## config.mk

```make
export PLATFORM = sky130hd
export DESIGN_NAME = psq_scan_sequencer
export DESIGN_NICKNAME = d
export VERILOG_FILES = /design/src/core/psq_int_ctrl.v /design/src/core/psq_pwr_mon.v /design/src/core/psq_scan_sequencer.v
export VERILOG_INCLUDE_DIRS = /design/src /design/src/core
export SDC_FILE = /design/constraint.sdc
export NUM_CORES = 1
export LEC_CHECK = 0
export ABC_AREA = 1
export CELL_PAD_IN_SITES_DETAIL_PLACEMENT = 2
export CELL_PAD_IN_SITES_GLOBAL_PLACEMENT = 2
export CORE_MARGIN = 10
export CORE_UTILIZATION = 35
export CTS_BUF_LIST = sky130_fd_sc_hd__clkbuf_16
export CTS_CLUSTER_SIZE = 20
export DETAILED_ROUTE_END_ITERATION = 8
export DONT_BUFFER_PORTS = 1
export GPL_ROUTABILITY_DRIVEN = 0
export GPL_TIMING_DRIVEN = 0
export HOLD_SLACK_MARGIN = 0.1
export PLACE_DENSITY = 0.75
export SYNTH_ARGS = -nofsm -noshare
export SYNTH_HDL_FRONTEND = slang
export SYNTH_SLANG_ARGS = --single-unit
```

## constraint.sdc

```tcl
create_clock -name clk_in -period 3.2 [get_ports clk_in]
set_clock_uncertainty 0.2 [all_clocks]
set_input_delay 0.8 -clock clk_in [delete_from_list [all_inputs] [get_ports clk_in]]
set_output_delay 0.8 -clock clk_in [all_outputs]
set_load 0.03 [all_outputs]
```

## src/core/psq_regs.vh

```
// Constants for the scan cycle sequencer
// Contract
// Initialization runs once after power-up or reset, before the first scan.
// Init resets I/O, self-diagnoses, clears volatile data, reads I/O configuration.
// Each scan first samples inputs into the input image area.
// Then the user program runs in order from step 0 to last step.
// After the last step the output image goes to the output modules.
// End phase: diagnosis, timer/counter update, network exchange, mode check.
// Interrupt suspends current work, runs its routine, resumes where stopped.
// Two interrupt sources: periodic timed and external event interrupt.
// Power loss under 20 ms halts the program, outputs held.
// Timers and timed interrupt time base keep running while halted.
// After a short power loss execution resumes without reinitializing.
// Power loss over 20 ms forces full initialization and restart.
// One scan spans step 0 to the next step 0.
// Scan time sums program, interrupt and internal processing time.
// Modes run, stop, pause, debug; changes checked only at scan end.
// Diagnosis flags scan time, memory, I/O, battery and power errors.
// Interrupts arriving during initialization wait until the first scan begins.
// After end processing the scan restarts at input refresh in run mode.
`ifndef PSQ_REGS_VH
`define PSQ_REGS_VH

// ----------------------------------------
// Timing
// ----------------------------------------
`define PSQ_CLK_MHZ 200
`define PSQ_PWR_LONG_MS 20
`define PSQ_PWR_LONG_CYC (`PSQ_PWR_LONG_MS * `PSQ_CLK_MHZ * 1000)
`define PSQ_MS_CYC (`PSQ_CLK_MHZ * 1000)
`define PSQ_SCAN_LIM_MS 200
`define PSQ_SCAN_LIM_CYC (`PSQ_SCAN_LIM_MS * `PSQ_CLK_MHZ * 1000)

// ----------------------------------------
// Task codes
// ----------------------------------------
`define PSQ_TK_IORST 4'h0
`define PSQ_TK_DIAG 4'h1
`define PSQ_TK_CLEAR 4'h2
`define PSQ_TK_CONFIG 4'h3
`define PSQ_TK_INREF 4'h4
`define PSQ_TK_STEP 4'h5
`define PSQ_TK_OUTREF 4'h6
`define PSQ_TK_TMRUPD 4'h7
`define PSQ_TK_NETX 4'h8
`define PSQ_TK_TINT 4'h9
`define PSQ_TK_EINT 4'hA

// ----------------------------------------
// Modes, error bits, reset values
// ----------------------------------------
`define PSQ_MODE_RUN 2'h0
`define PSQ_MODE_STOP 2'h1
`define PSQ_MODE_PAUSE 2'h2
`define PSQ_MODE_DEBUG 2'h3
`define PSQ_MODE_RST 2'h0
`define PSQ_ERR_SCAN 0
`define PSQ_ERR_DIAG_LSB 1
`define PSQ_ERR_RST 5'h00

`endif

```

## src/core/psq_int_ctrl.v

```verilog
// Timed and event interrupt request latches
`timescale 1ns/1ps
`default_nettype none
`include "psq_regs.vh"

module psq_int_ctrl #(
  parameter [31:0] MS_CYC = `PSQ_MS_CYC
) (
  // Clock and reset
  input wire clk_in,
  input wire srst_in,
  // Sources
  input wire tint_en_in,
  input wire [15:0] tint_period_in,
  input wire eint_en_in,
  input wire event_interrupt_in,
  // Service acknowledge
  input wire ack_t_in,
  input wire ack_e_in,
  // Pending and time base
  output reg pend_t_out,
  output reg pend_e_out,
  output reg ms_tick_out
);

  reg [31:0] ms_cnt_reg;
  reg [15:0] per_cnt_reg;
  reg ev_d_reg;
  wire per_hit;

  assign per_hit = ms_tick_out && tint_en_in && (tint_period_in != 16'h0000) &&
                   (per_cnt_reg + 16'h0001 >= tint_period_in);

  // ----------------------------------------
  // Time base, never stops while power is low
  // ----------------------------------------
  always @(posedge clk_in) begin
    if (srst_in) begin
      ms_cnt_reg <= 32'h00000000;
      per_cnt_reg <= 16'h0000;
      ms_tick_out <= 1'b0;
      ev_d_reg <= 1'b0;
      pend_t_out <= 1'b0;
      pend_e_out <= 1'b0;
    end else begin
      ms_tick_out <= (ms_cnt_reg == MS_CYC - 32'h00000001);
      ms_cnt_reg <= (ms_cnt_reg == MS_CYC - 32'h00000001) ? 32'h00000000 :
                    ms_cnt_reg + 32'h00000001;
      if (per_hit) begin
        per_cnt_reg <= 16'h0000;
      end else if (ms_tick_out && tint_en_in) begin
        per_cnt_reg <= per_cnt_reg + 16'h0001;
      end
      ev_d_reg <= event_interrupt_in;
      // Set wins over the service clear
      pend_t_out <= per_hit | (pend_t_out & ~ack_t_in);
      pend_e_out <= (event_interrupt_in & ~ev_d_reg & eint_en_in) |
                    (pend_e_out & ~ack_e_in);
    end
  end

endmodule
`default_nettype wire

```

## src/core/psq_pwr_mon.v

```verilog
// Momentary power failure classifier
`timescale 1ns/1ps
`default_nettype none
`include "psq_regs.vh"

module psq_pwr_mon #(
  parameter [31:0] LONG_CYC = `PSQ_PWR_LONG_CYC
) (
  // Clock and reset
  input wire clk_in,
  input wire srst_in,
  // Supply monitor
  input wire power_fail_in,
  // To the sequencer
  output reg halt_out,
  output reg reinit_out
);

  reg [31:0] cnt_reg;
  reg long_reg;

  // ----------------------------------------
  // Failure duration measurement
  // ----------------------------------------
  // Long flag latches at the 20 ms mark; restore then asks for reinit
  always @(posedge clk_in) begin
    if (srst_in) begin
      cnt_reg <= 32'h00000000;
      long_reg <= 1'b0;
      halt_out <= 1'b0;
      reinit_out <= 1'b0;
    end else begin
      reinit_out <= 1'b0;
      if (power_fail_in) begin
        halt_out <= 1'b1;
        if (!long_reg) begin
          cnt_reg <= cnt_reg + 32'h00000001;
          if (cnt_reg >= LONG_CYC - 32'h00000001) begin
            long_reg <= 1'b1;
          end
        end
      end else begin
        halt_out <= 1'b0;
        reinit_out <= long_reg;
        long_reg <= 1'b0;
        cnt_reg <= 32'h00000000;
      end
    end
  end

endmodule
`default_nettype wire

```

## src/core/psq_scan_sequencer.v

```verilog
// Scan cycle sequencer top level
`timescale 1ns/1ps
`default_nettype none
`include "psq_regs.vh"

module psq_scan_sequencer #(
  parameter [31:0] LONG_CYC = `PSQ_PWR_LONG_CYC,
  parameter [31:0] MS_CYC = `PSQ_MS_CYC,
  parameter [31:0] SCAN_LIM_CYC = `PSQ_SCAN_LIM_CYC
) (
  // Clock and reset
  input wire clk_in,
  input wire srst_in,
  // Supply monitor
  input wire power_fail_in,
  // Mode selection
  input wire [1:0] mode_req_in,
  // Task handshake with executor
  input wire task_done_in,
  input wire [15:0] last_step_in,
  input wire [3:0] diag_err_in,
  // Interrupt sources
  input wire tint_en_in,
  input wire [15:0] tint_period_in,
  input wire eint_en_in,
  input wire event_interrupt_in,
  // Task requests
  output reg task_start_out,
  output reg [3:0] task_code_out,
  output reg [15:0] step_out,
  // Status
  output reg [6:0] state_out,
  output reg [1:0] mode_out,
  output reg [31:0] scan_time_out,
  output reg [4:0] err_out,
  output wire ms_tick_out
);

  // ----------------------------------------
  // States
  // ----------------------------------------
  localparam [6:0] ST_INIT = 7'h01;
  localparam [6:0] ST_IN = 7'h02;
  localparam [6:0] ST_EXEC = 7'h04;
  localparam [6:0] ST_OUT = 7'h08;
  localparam [6:0] ST_END = 7'h10;
  localparam [6:0] ST_INT = 7'h20;
  localparam [6:0] ST_HALT = 7'h40;

  // ----------------------------------------
  // Registers and next values
  // ----------------------------------------
  reg [6:0] ret_reg;
  reg [6:0] ret_next;
  reg [6:0] state_next;
  reg [1:0] sub_reg;
  reg [1:0] sub_next;
  reg wait_reg;
  reg wait_next;
  reg start_next;
  reg [3:0] code_next;
  reg [15:0] step_next;
  reg [1:0] mode_next;
  reg ikind_reg;
  reg ikind_next;
  reg scan_on_reg;
  reg scan_on_next;
  reg stv_reg;
  reg stv_next;
  reg [31:0] cnt_reg;
  reg [31:0] cnt_next;
  reg [31:0] stime_next;
  reg [4:0] err_next;
  reg ack_t;
  reg ack_e;

  wire halt;
  wire reinit;
  wire pend_t;
  wire pend_e;
  wire scan_st;
  wire take_halt;
  wire take_int;
  wire run_mode;

  // ----------------------------------------
  // Power failure classifier
  // ----------------------------------------
  psq_pwr_mon #(
    .LONG_CYC(LONG_CYC)
  ) u_pwr (
    .clk_in(clk_in),
    .srst_in(srst_in),
    .power_fail_in(power_fail_in),
    .halt_out(halt),
    .reinit_out(reinit)
  );

  // ----------------------------------------
  // Interrupt request latches and time base
  // ----------------------------------------
  psq_int_ctrl #(
    .MS_CYC(MS_CYC)
  ) u_int (
    .clk_in(clk_in),
    .srst_in(srst_in),
    .tint_en_in(tint_en_in),
    .tint_period_in(tint_period_in),
    .eint_en_in(eint_en_in),
    .event_interrupt_in(event_interrupt_in),
    .ack_t_in(ack_t),
    .ack_e_in(ack_e),
    .pend_t_out(pend_t),
    .pend_e_out(pend_e),
    .ms_tick_out(ms_tick_out)
  );

  // ----------------------------------------
  // Preemption decisions
  // ----------------------------------------
  // Only taken between tasks, so a running task is never cut in half
  assign scan_st = state_out[1] | state_out[2] | state_out[3] |
                   state_out[4];
  assign take_halt = halt & ~wait_reg & ~state_out[5] & ~state_out[6];
  assign take_int = scan_on_reg & (pend_t | pend_e) & ~wait_reg &
                    scan_st;
  assign run_mode = (mode_out == `PSQ_MODE_RUN) ||
                    (mode_out == `PSQ_MODE_DEBUG);

  // ----------------------------------------
  // Sequencer next state
  // ----------------------------------------
  always @* begin
    state_next = state_out;
    ret_next = ret_reg;
    sub_next = sub_reg;
    wait_next = wait_reg;
    start_next = 1'b0;
    code_next = task_code_out;
    step_next = step_out;
    mode_next = mode_out;
    ikind_next = ikind_reg;
    scan_on_next = scan_on_reg;
    stv_next = stv_reg;
    stime_next = scan_time_out;
    err_next = err_out;
    ack_t = 1'b0;
    ack_e = 1'b0;
    // Halted time is not scan time; everything else counts until the count saturates at all ones
    cnt_next = (state_out == ST_HALT || cnt_reg == 32'hFFFFFFFF) ?
               cnt_reg : cnt_reg + 32'h00000001;
    if (stv_reg && cnt_reg > SCAN_LIM_CYC) begin
      err_next[`PSQ_ERR_SCAN] = 1'b1;
    end
    case (state_out)
      ST_INIT: begin
        if (wait_reg) begin
          if (task_done_in) begin
            wait_next = 1'b0;
            if (sub_reg == 2'h3) begin
              // Init done exactly once, go to first scan in run or debug mode, else to the end phase
              sub_next = 2'h0;
              state_next = run_mode ? ST_IN : ST_END;
            end else begin
              sub_next = sub_reg + 2'h1;
            end
          end
        end else if (take_halt) begin
          ret_next = ST_INIT;
          state_next = ST_HALT;
        end else begin
          // I/O reset, diagnosis, clear, configuration in order
          start_next = 1'b1;
          wait_next = 1'b1;
          code_next = {2'h0, sub_reg};
        end
      end
      ST_IN: begin
        if (wait_reg) begin
          if (task_done_in) begin
            wait_next = 1'b0;
            step_next = 16'h0000;
            state_next = ST_EXEC;
          end
        end else if (take_halt) begin
          ret_next = ST_IN;
          state_next = ST_HALT;
        end else if (take_int) begin
          ret_next = ST_IN;
          state_next = ST_INT;
        end else begin
          start_next = 1'b1;
          wait_next = 1'b1;
          code_next = `PSQ_TK_INREF;
          scan_on_next = 1'b1;
        end
      end
      ST_EXEC: begin
        if (wait_reg) begin
          if (task_done_in) begin
            wait_next = 1'b0;
            if (step_out == last_step_in) begin
              state_next = ST_OUT;
            end else begin
              step_next = step_out + 16'h0001;
            end
          end
        end else if (take_halt) begin
          ret_next = ST_EXEC;
          state_next = ST_HALT;
        end else if (take_int) begin
          ret_next = ST_EXEC;
          state_next = ST_INT;
        end else begin
          start_next = 1'b1;
          wait_next = 1'b1;
          code_next = `PSQ_TK_STEP;
          if (step_out == 16'h0000) begin
            // Step 0 closes one scan and opens the next
            if (stv_reg) begin
              stime_next = cnt_reg;
            end
            stv_next = 1'b1;
            cnt_next = 32'h00000001;
          end
        end
      end
      ST_OUT: begin
        if (wait_reg) begin
          if (task_done_in) begin
            wait_next = 1'b0;
            sub_next = 2'h0;
            state_next = ST_END;
          end
        end else if (take_halt) begin
          ret_next = ST_OUT;
          state_next = ST_HALT;
        end else if (take_int) begin
          ret_next = ST_OUT;
          state_next = ST_INT;
        end else begin
          start_next = 1'b1;
          wait_next = 1'b1;
          code_next = `PSQ_TK_OUTREF;
        end
      end
      ST_END: begin
        if (wait_reg) begin
          if (task_done_in) begin
            wait_next = 1'b0;
            sub_next = sub_reg + 2'h1;
            if (sub_reg == 2'h0) begin
              err_next[4:1] = err_out[4:1] | diag_err_in;
            end
          end
        end else if (take_halt) begin
          ret_next = ST_END;
          state_next = ST_HALT;
        end else if (take_int) begin
          ret_next = ST_END;
          state_next = ST_INT;
        end else if (sub_reg == 2'h3) begin
          // Mode is sampled here and nowhere else
          mode_next = mode_req_in;
          sub_next = 2'h0;
          if (mode_req_in == `PSQ_MODE_RUN ||
              mode_req_in == `PSQ_MODE_DEBUG) begin
            state_next = ST_IN;
          end
        end else begin
          start_next = 1'b1;
          wait_next = 1'b1;
          case (sub_reg)
            2'h0: code_next = `PSQ_TK_DIAG;
            2'h1: code_next = `PSQ_TK_TMRUPD;
            default: code_next = `PSQ_TK_NETX;
          endcase
        end
      end
      ST_INT: begin
        if (wait_reg) begin
          if (task_done_in) begin
            wait_next = 1'b0;
            state_next = ret_reg;
          end
        end else begin
          // Timed source has priority over the event source
          start_next = 1'b1;
          wait_next = 1'b1;
          if (pend_t) begin
            ikind_next = 1'b1;
            ack_t = 1'b1;
            code_next = `PSQ_TK_TINT;
          end else begin
            ikind_next = 1'b0;
            ack_e = 1'b1;
            code_next = `PSQ_TK_EINT;
          end
        end
      end
      ST_HALT: begin
        // Outputs stay as last refreshed; reinit beats resume
        if (reinit) begin
          state_next = ST_INIT;
          sub_next = 2'h0;
          step_next = 16'h0000;
          scan_on_next = 1'b0;
          stv_next = 1'b0;
          cnt_next = 32'h00000000;
        end else if (!halt) begin
          state_next = ret_reg;
        end
      end
      default: begin
        state_next = ST_INIT;
        sub_next = 2'h0;
        wait_next = 1'b0;
      end
    endcase
  end

  // ----------------------------------------
  // State registers
  // ----------------------------------------
  always @(posedge clk_in) begin
    if (srst_in) begin
      state_out <= ST_INIT;
      ret_reg <= ST_INIT;
      sub_reg <= 2'h0;
      wait_reg <= 1'b0;
      task_start_out <= 1'b0;
      task_code_out <= `PSQ_TK_IORST;
      step_out <= 16'h0000;
      mode_out <= `PSQ_MODE_RST;
      ikind_reg <= 1'b0;
      scan_on_reg <= 1'b0;
      stv_reg <= 1'b0;
      cnt_reg <= 32'h00000000;
      scan_time_out <= 32'h00000000;
      err_out <= `PSQ_ERR_RST;
    end else begin
      state_out <= state_next;
      ret_reg <= ret_next;
      sub_reg <= sub_next;
      wait_reg <= wait_next;
      task_start_out <= start_next;
      task_code_out <= code_next;
      step_out <= step_next;
      mode_out <= mode_next;
      ikind_reg <= ikind_next;
      scan_on_reg <= scan_on_next;
      stv_reg <= stv_next;
      cnt_reg <= cnt_next;
      scan_time_out <= stime_next;
      err_out <= err_next;
    end
  end

endmodule
`default_nettype wire

```

==> results.txt <==
The net count of the finished layout is 1,732. The number of placed instances, taps included, is 2,032. The maximum clock frequency came out at 0.3370 GHz. STA classifies the critical path endpoint as a flop. The sequential fraction of design power is 44.3%. The count of mapped cells out of synthesis came out at 1,636. Before antenna repair, the detailed router went through 4 iterations.

The count of antenna-violating nets left after detailed routing is 0. The clock tree synthesis step divided the H-tree into 4 levels. Global routing finished with a remaining overflow of 0. Data on the critical path arrives at its endpoint at 3150 ps. The logic depth of the worst register-to-register path is 17. Across the run, the number of max-cap violations was 0. The final standard cell area without fillers came out at 0.01206 mm^2. The area enclosed by the die boundary came out at 0.03849 mm^2. The combined global-route utilization of all metal layers is 20.58%. The relative slew slack came out at 46.78%. The worst min-delay path category is input pin to flop. The final wirelength came out at 39,780 um. The total leakage power is 4.656 nW. The count of buffers added on input and output ports is 0. The CTS buffer count is 17. For this block, the initial DRC count from the detailed router was 429. The final setup violation count came out at 0.

The via count of the first global-routing pass is 11,680. The final routed wire length divided by cell count came out at 19.22 um. The critical path is of the flop to flop type. The number of endpoints with negative hold slack in the final report was 0. The largest net degree at the start of global routing is 19. The cell row count came out at 64. The number of cells traversed by the worst hold path came out at 1. The shortest clock period the worst path allows after layout is 2967 ps. The placement-stage cell area came out at 0.01136 mm^2. The DRC violation count after routing came out at 0.

The top cell types in the final layout, fill and taps aside, are 354 x nand2_1, 254 x nor2_1, 198 x inv_1, 193 x dfxtp_1, 118 x a21oi_1. The worst register-to-register path ends at u_int.per_cnt_reg[15]$_SDFFE_PP0P_. Setup repair after global routing could not meet its margin everywhere.

The worst setup path is launched from a flop. The area overhead of the layout relative to synthesis is 11.02%. The clock net in this run drives a total of 196 sinks. The number of buffers on the longest clock path came out at 2.

The run finished with clean final reports. In this run the clock root is driven by a clkbuf_16. The share of synthesized area occupied by flip-flops and latches is 36.12%. The design internal power is 3.935 mW. In this run the mean area of a mapped cell was 6.641 um^2. The final worst-path setup slack came out at 232.6 ps. The footprint of the multi-input gates is 0.006058 mm^2. Detailed placement finished with a half-perimeter wire length of 31,440 um. The Yosys step of the flow raised 0 warnings. The initial core utilization came out at 35.52%. In this run the critical register-to-register path is launched from u_int.per_cnt_reg[2]$_SDFFE_PP0P_. The count of placed standard cells in the final layout, fillers left out is 2,070. The worst setup slack after placement is -843.4 ps.

After synthesis the cells add up to 0.01086 mm^2. The register area is 0.003928 mm^2. Counting the fill cells in the layout gives 3,772. The final count of pins violating max slew came to 0.

The number of antenna diodes is 0. For hold timing, the worst endpoint is u_pwr.reinit_out$_SDFF_PP0_. The fraction of registers with async set/reset came out at 0%. The combinational cell fraction of total power is 21.5%. For this design the top-level I/O count stands at 113.

In the synthesized netlist the dominant register cell turns out to be dfxtp_1. The horizontal die dimension came out at 196.2 um. The total via count in the routed design came out at 10,890. The flop-to-flop setup slack is 230 ps. In this run the most critical hold path is launched from power_fail_in. The switching part of the total came out at 35.78%. Dividing the detail-routed via count by the number of cells gives 5.261. The total power per unit cell area is 508.0 mW/mm^2. The number of antenna violations at the first check in global routing came out at 0.

The clock transition at the registers of the reported paths came out at 80 ps. The chip height came out at 196.2 um. The final setup TNS is 0 ps. The post-route clock period utilization came out at 92.73%. For the pin with the worst max-slew slack, the measured transition is 798.3 ps. The highest ir drop seen on vdd came out at 0.0004465 V. Data on the critical path is required at its endpoint by 3380 ps. Synthesis instantiated 50 different standard cells from the library. The largest fanout of any net on the critical path is 4. After floorplanning, the core was sized to cover 0.03059 mm^2. The register bit count reported by yosys came out at 196. The global-route wire length before repair came out at 64,220 um. The most common library cell in the layout ignoring fill and taps is nand2_1. In the final layout, the share of cells above drive strength 1 is 7.826%. The clock latency of the later-clocked register in the worst-skew pair came out at 460 ps. TritonCTS built the clock tree. The switching power came out at 2.192 mW. In this run, the clock network consumes 34.2% of the power.

In this run, synthesis inferred 0 flip-flops with an integrated enable. The number of nets produced by synthesis is 1,707.
-- stage by stage --
stage                     hold slack, ps  total power [mW]  utilization (%)
after global placement             244.0             4.020            37.14
after floorplan                    228.8             3.644                -
final                              229.6             6.127            39.43
after global routing               215.2             6.481            39.43
after detailed placement           260.7             4.077            37.14
after CTS                          209.3             6.203            39.32
-- repair_timing --
| item | CTS | global route |
|---|---|---|
| buffers inserted | 6 | 0 |
| gates cloned | 0 | 0 |
| hold buffers | 0 | 0 |
| setup endpoints to repair | 18 | 21 |
| pin swaps | 5 | 5 |
| resized for setup | 19 | 11 |
-- cell type report --
class / count / share of cell area (%)
well taps: 396 / 4.108
flip-flops and latches: 196 / 32.56
clock inverters: 15 / 1.017
plain buffers: 38 / 1.836
clock buffers: 17 / 3.527
repair buffers: 6 / 0.3734
inverters: 204 / 6.349
multi-input cells: 1198 / 50.23
-- power by group through the flow --
stage / logic (mW) / clock network (mW) / registers (mW)
after floorplan: 0.917 / 0 / 2.73
after global placement: 1.25 / 0 / 2.77
after detailed placement: 1.30 / 0 / 2.78
after CTS: 1.31 / 2.17 / 2.72
after global routing: 1.49 / 2.26 / 2.73
final: 1.32 / 2.10 / 2.71
-- worst max-delay path, cell delays in order, from the launching register on --
cell and delay [ps]:
dfxtp_2 370, nand3_1 150, nor3_2 190, nand3_2 120
buf_4 170, nor2_1 150, xor2_1 220, ha_1 290
nand2_1 80, inv_1 50, nand3_2 110, inv_1 60
a21oi_2 150, nand3_1 110, nand2_2 110, nand2_4 70
buf_4 160, a21oi_1 130
-- cells by family (layout without fill, tap and decap cells) --
logic type	count (synthesis)	after routing	share of synthesized area [%]
simple gates	871	871	35.49
compound gates	238	238	11.42
xor+xnor	63	63	5.079
buf+inv	242	280	8.891
fa+ha+maj	26	26	2.994
flops	196	196	36.12
-- layer usage --
| layer | global-route usage [%] | up-vias | share of wire (%) |
|---|---|---|---|
| li1 | - | 5331 | - |
| met2 | 35.45 | 113 | 49 |
| met4 | 5.741 | 0 | 1.6 |
| met3 | 3.120 | 30 | 2.9 |
| met1 | 25.99 | 5416 | 47 |
| met5 | 0 | - | 0 |
-- synthesized netlist by cell type (8+ instances only) --
cell type	instances	area share [%]
xnor2_1	11	0.89
xor2_1	52	4.2
o21ai_1	16	0.74
nand3_1	74	3.4
nand4_1	44	2.5
buf_2	8	0.37
nor2_2	10	0.58
clkbuf_1	16	0.55
o21ai_0	85	3.9
dfxtp_1	196	36
nand2_1	358	12
nor4_1	11	0.63
nor3_1	67	3.1
ha_1	26	3.0
nand2_2	10	0.58
inv_1	197	6.8
nor2_1	256	8.8
a21oi_1	119	5.5
-- worst max path at each step --
stage,endpoint,cells past startpoint,from
floorplan,u_int.per_cnt_reg[12]$_SDFFE_PP0P_,17,u_int.per_cnt_reg[0]$_SDFFE_PP0P_
global placement,u_int.per_cnt_reg[12]$_SDFFE_PP0P_,16,u_int.per_cnt_reg[0]$_SDFFE_PP0P_
detailed placement,u_int.per_cnt_reg[8]$_SDFFE_PP0P_,16,u_int.per_cnt_reg[0]$_SDFFE_PP0P_
CTS,u_int.per_cnt_reg[15]$_SDFFE_PP0P_,17,u_int.per_cnt_reg[1]$_SDFFE_PP0P_
global route,u_int.per_cnt_reg[8]$_SDFFE_PP0P_,17,u_int.per_cnt_reg[2]$_SDFFE_PP0P_
finish,u_int.per_cnt_reg[15]$_SDFFE_PP0P_,17,u_int.per_cnt_reg[2]$_SDFFE_PP0P_
No activity file was read; power rests on OpenSTA's default activity.
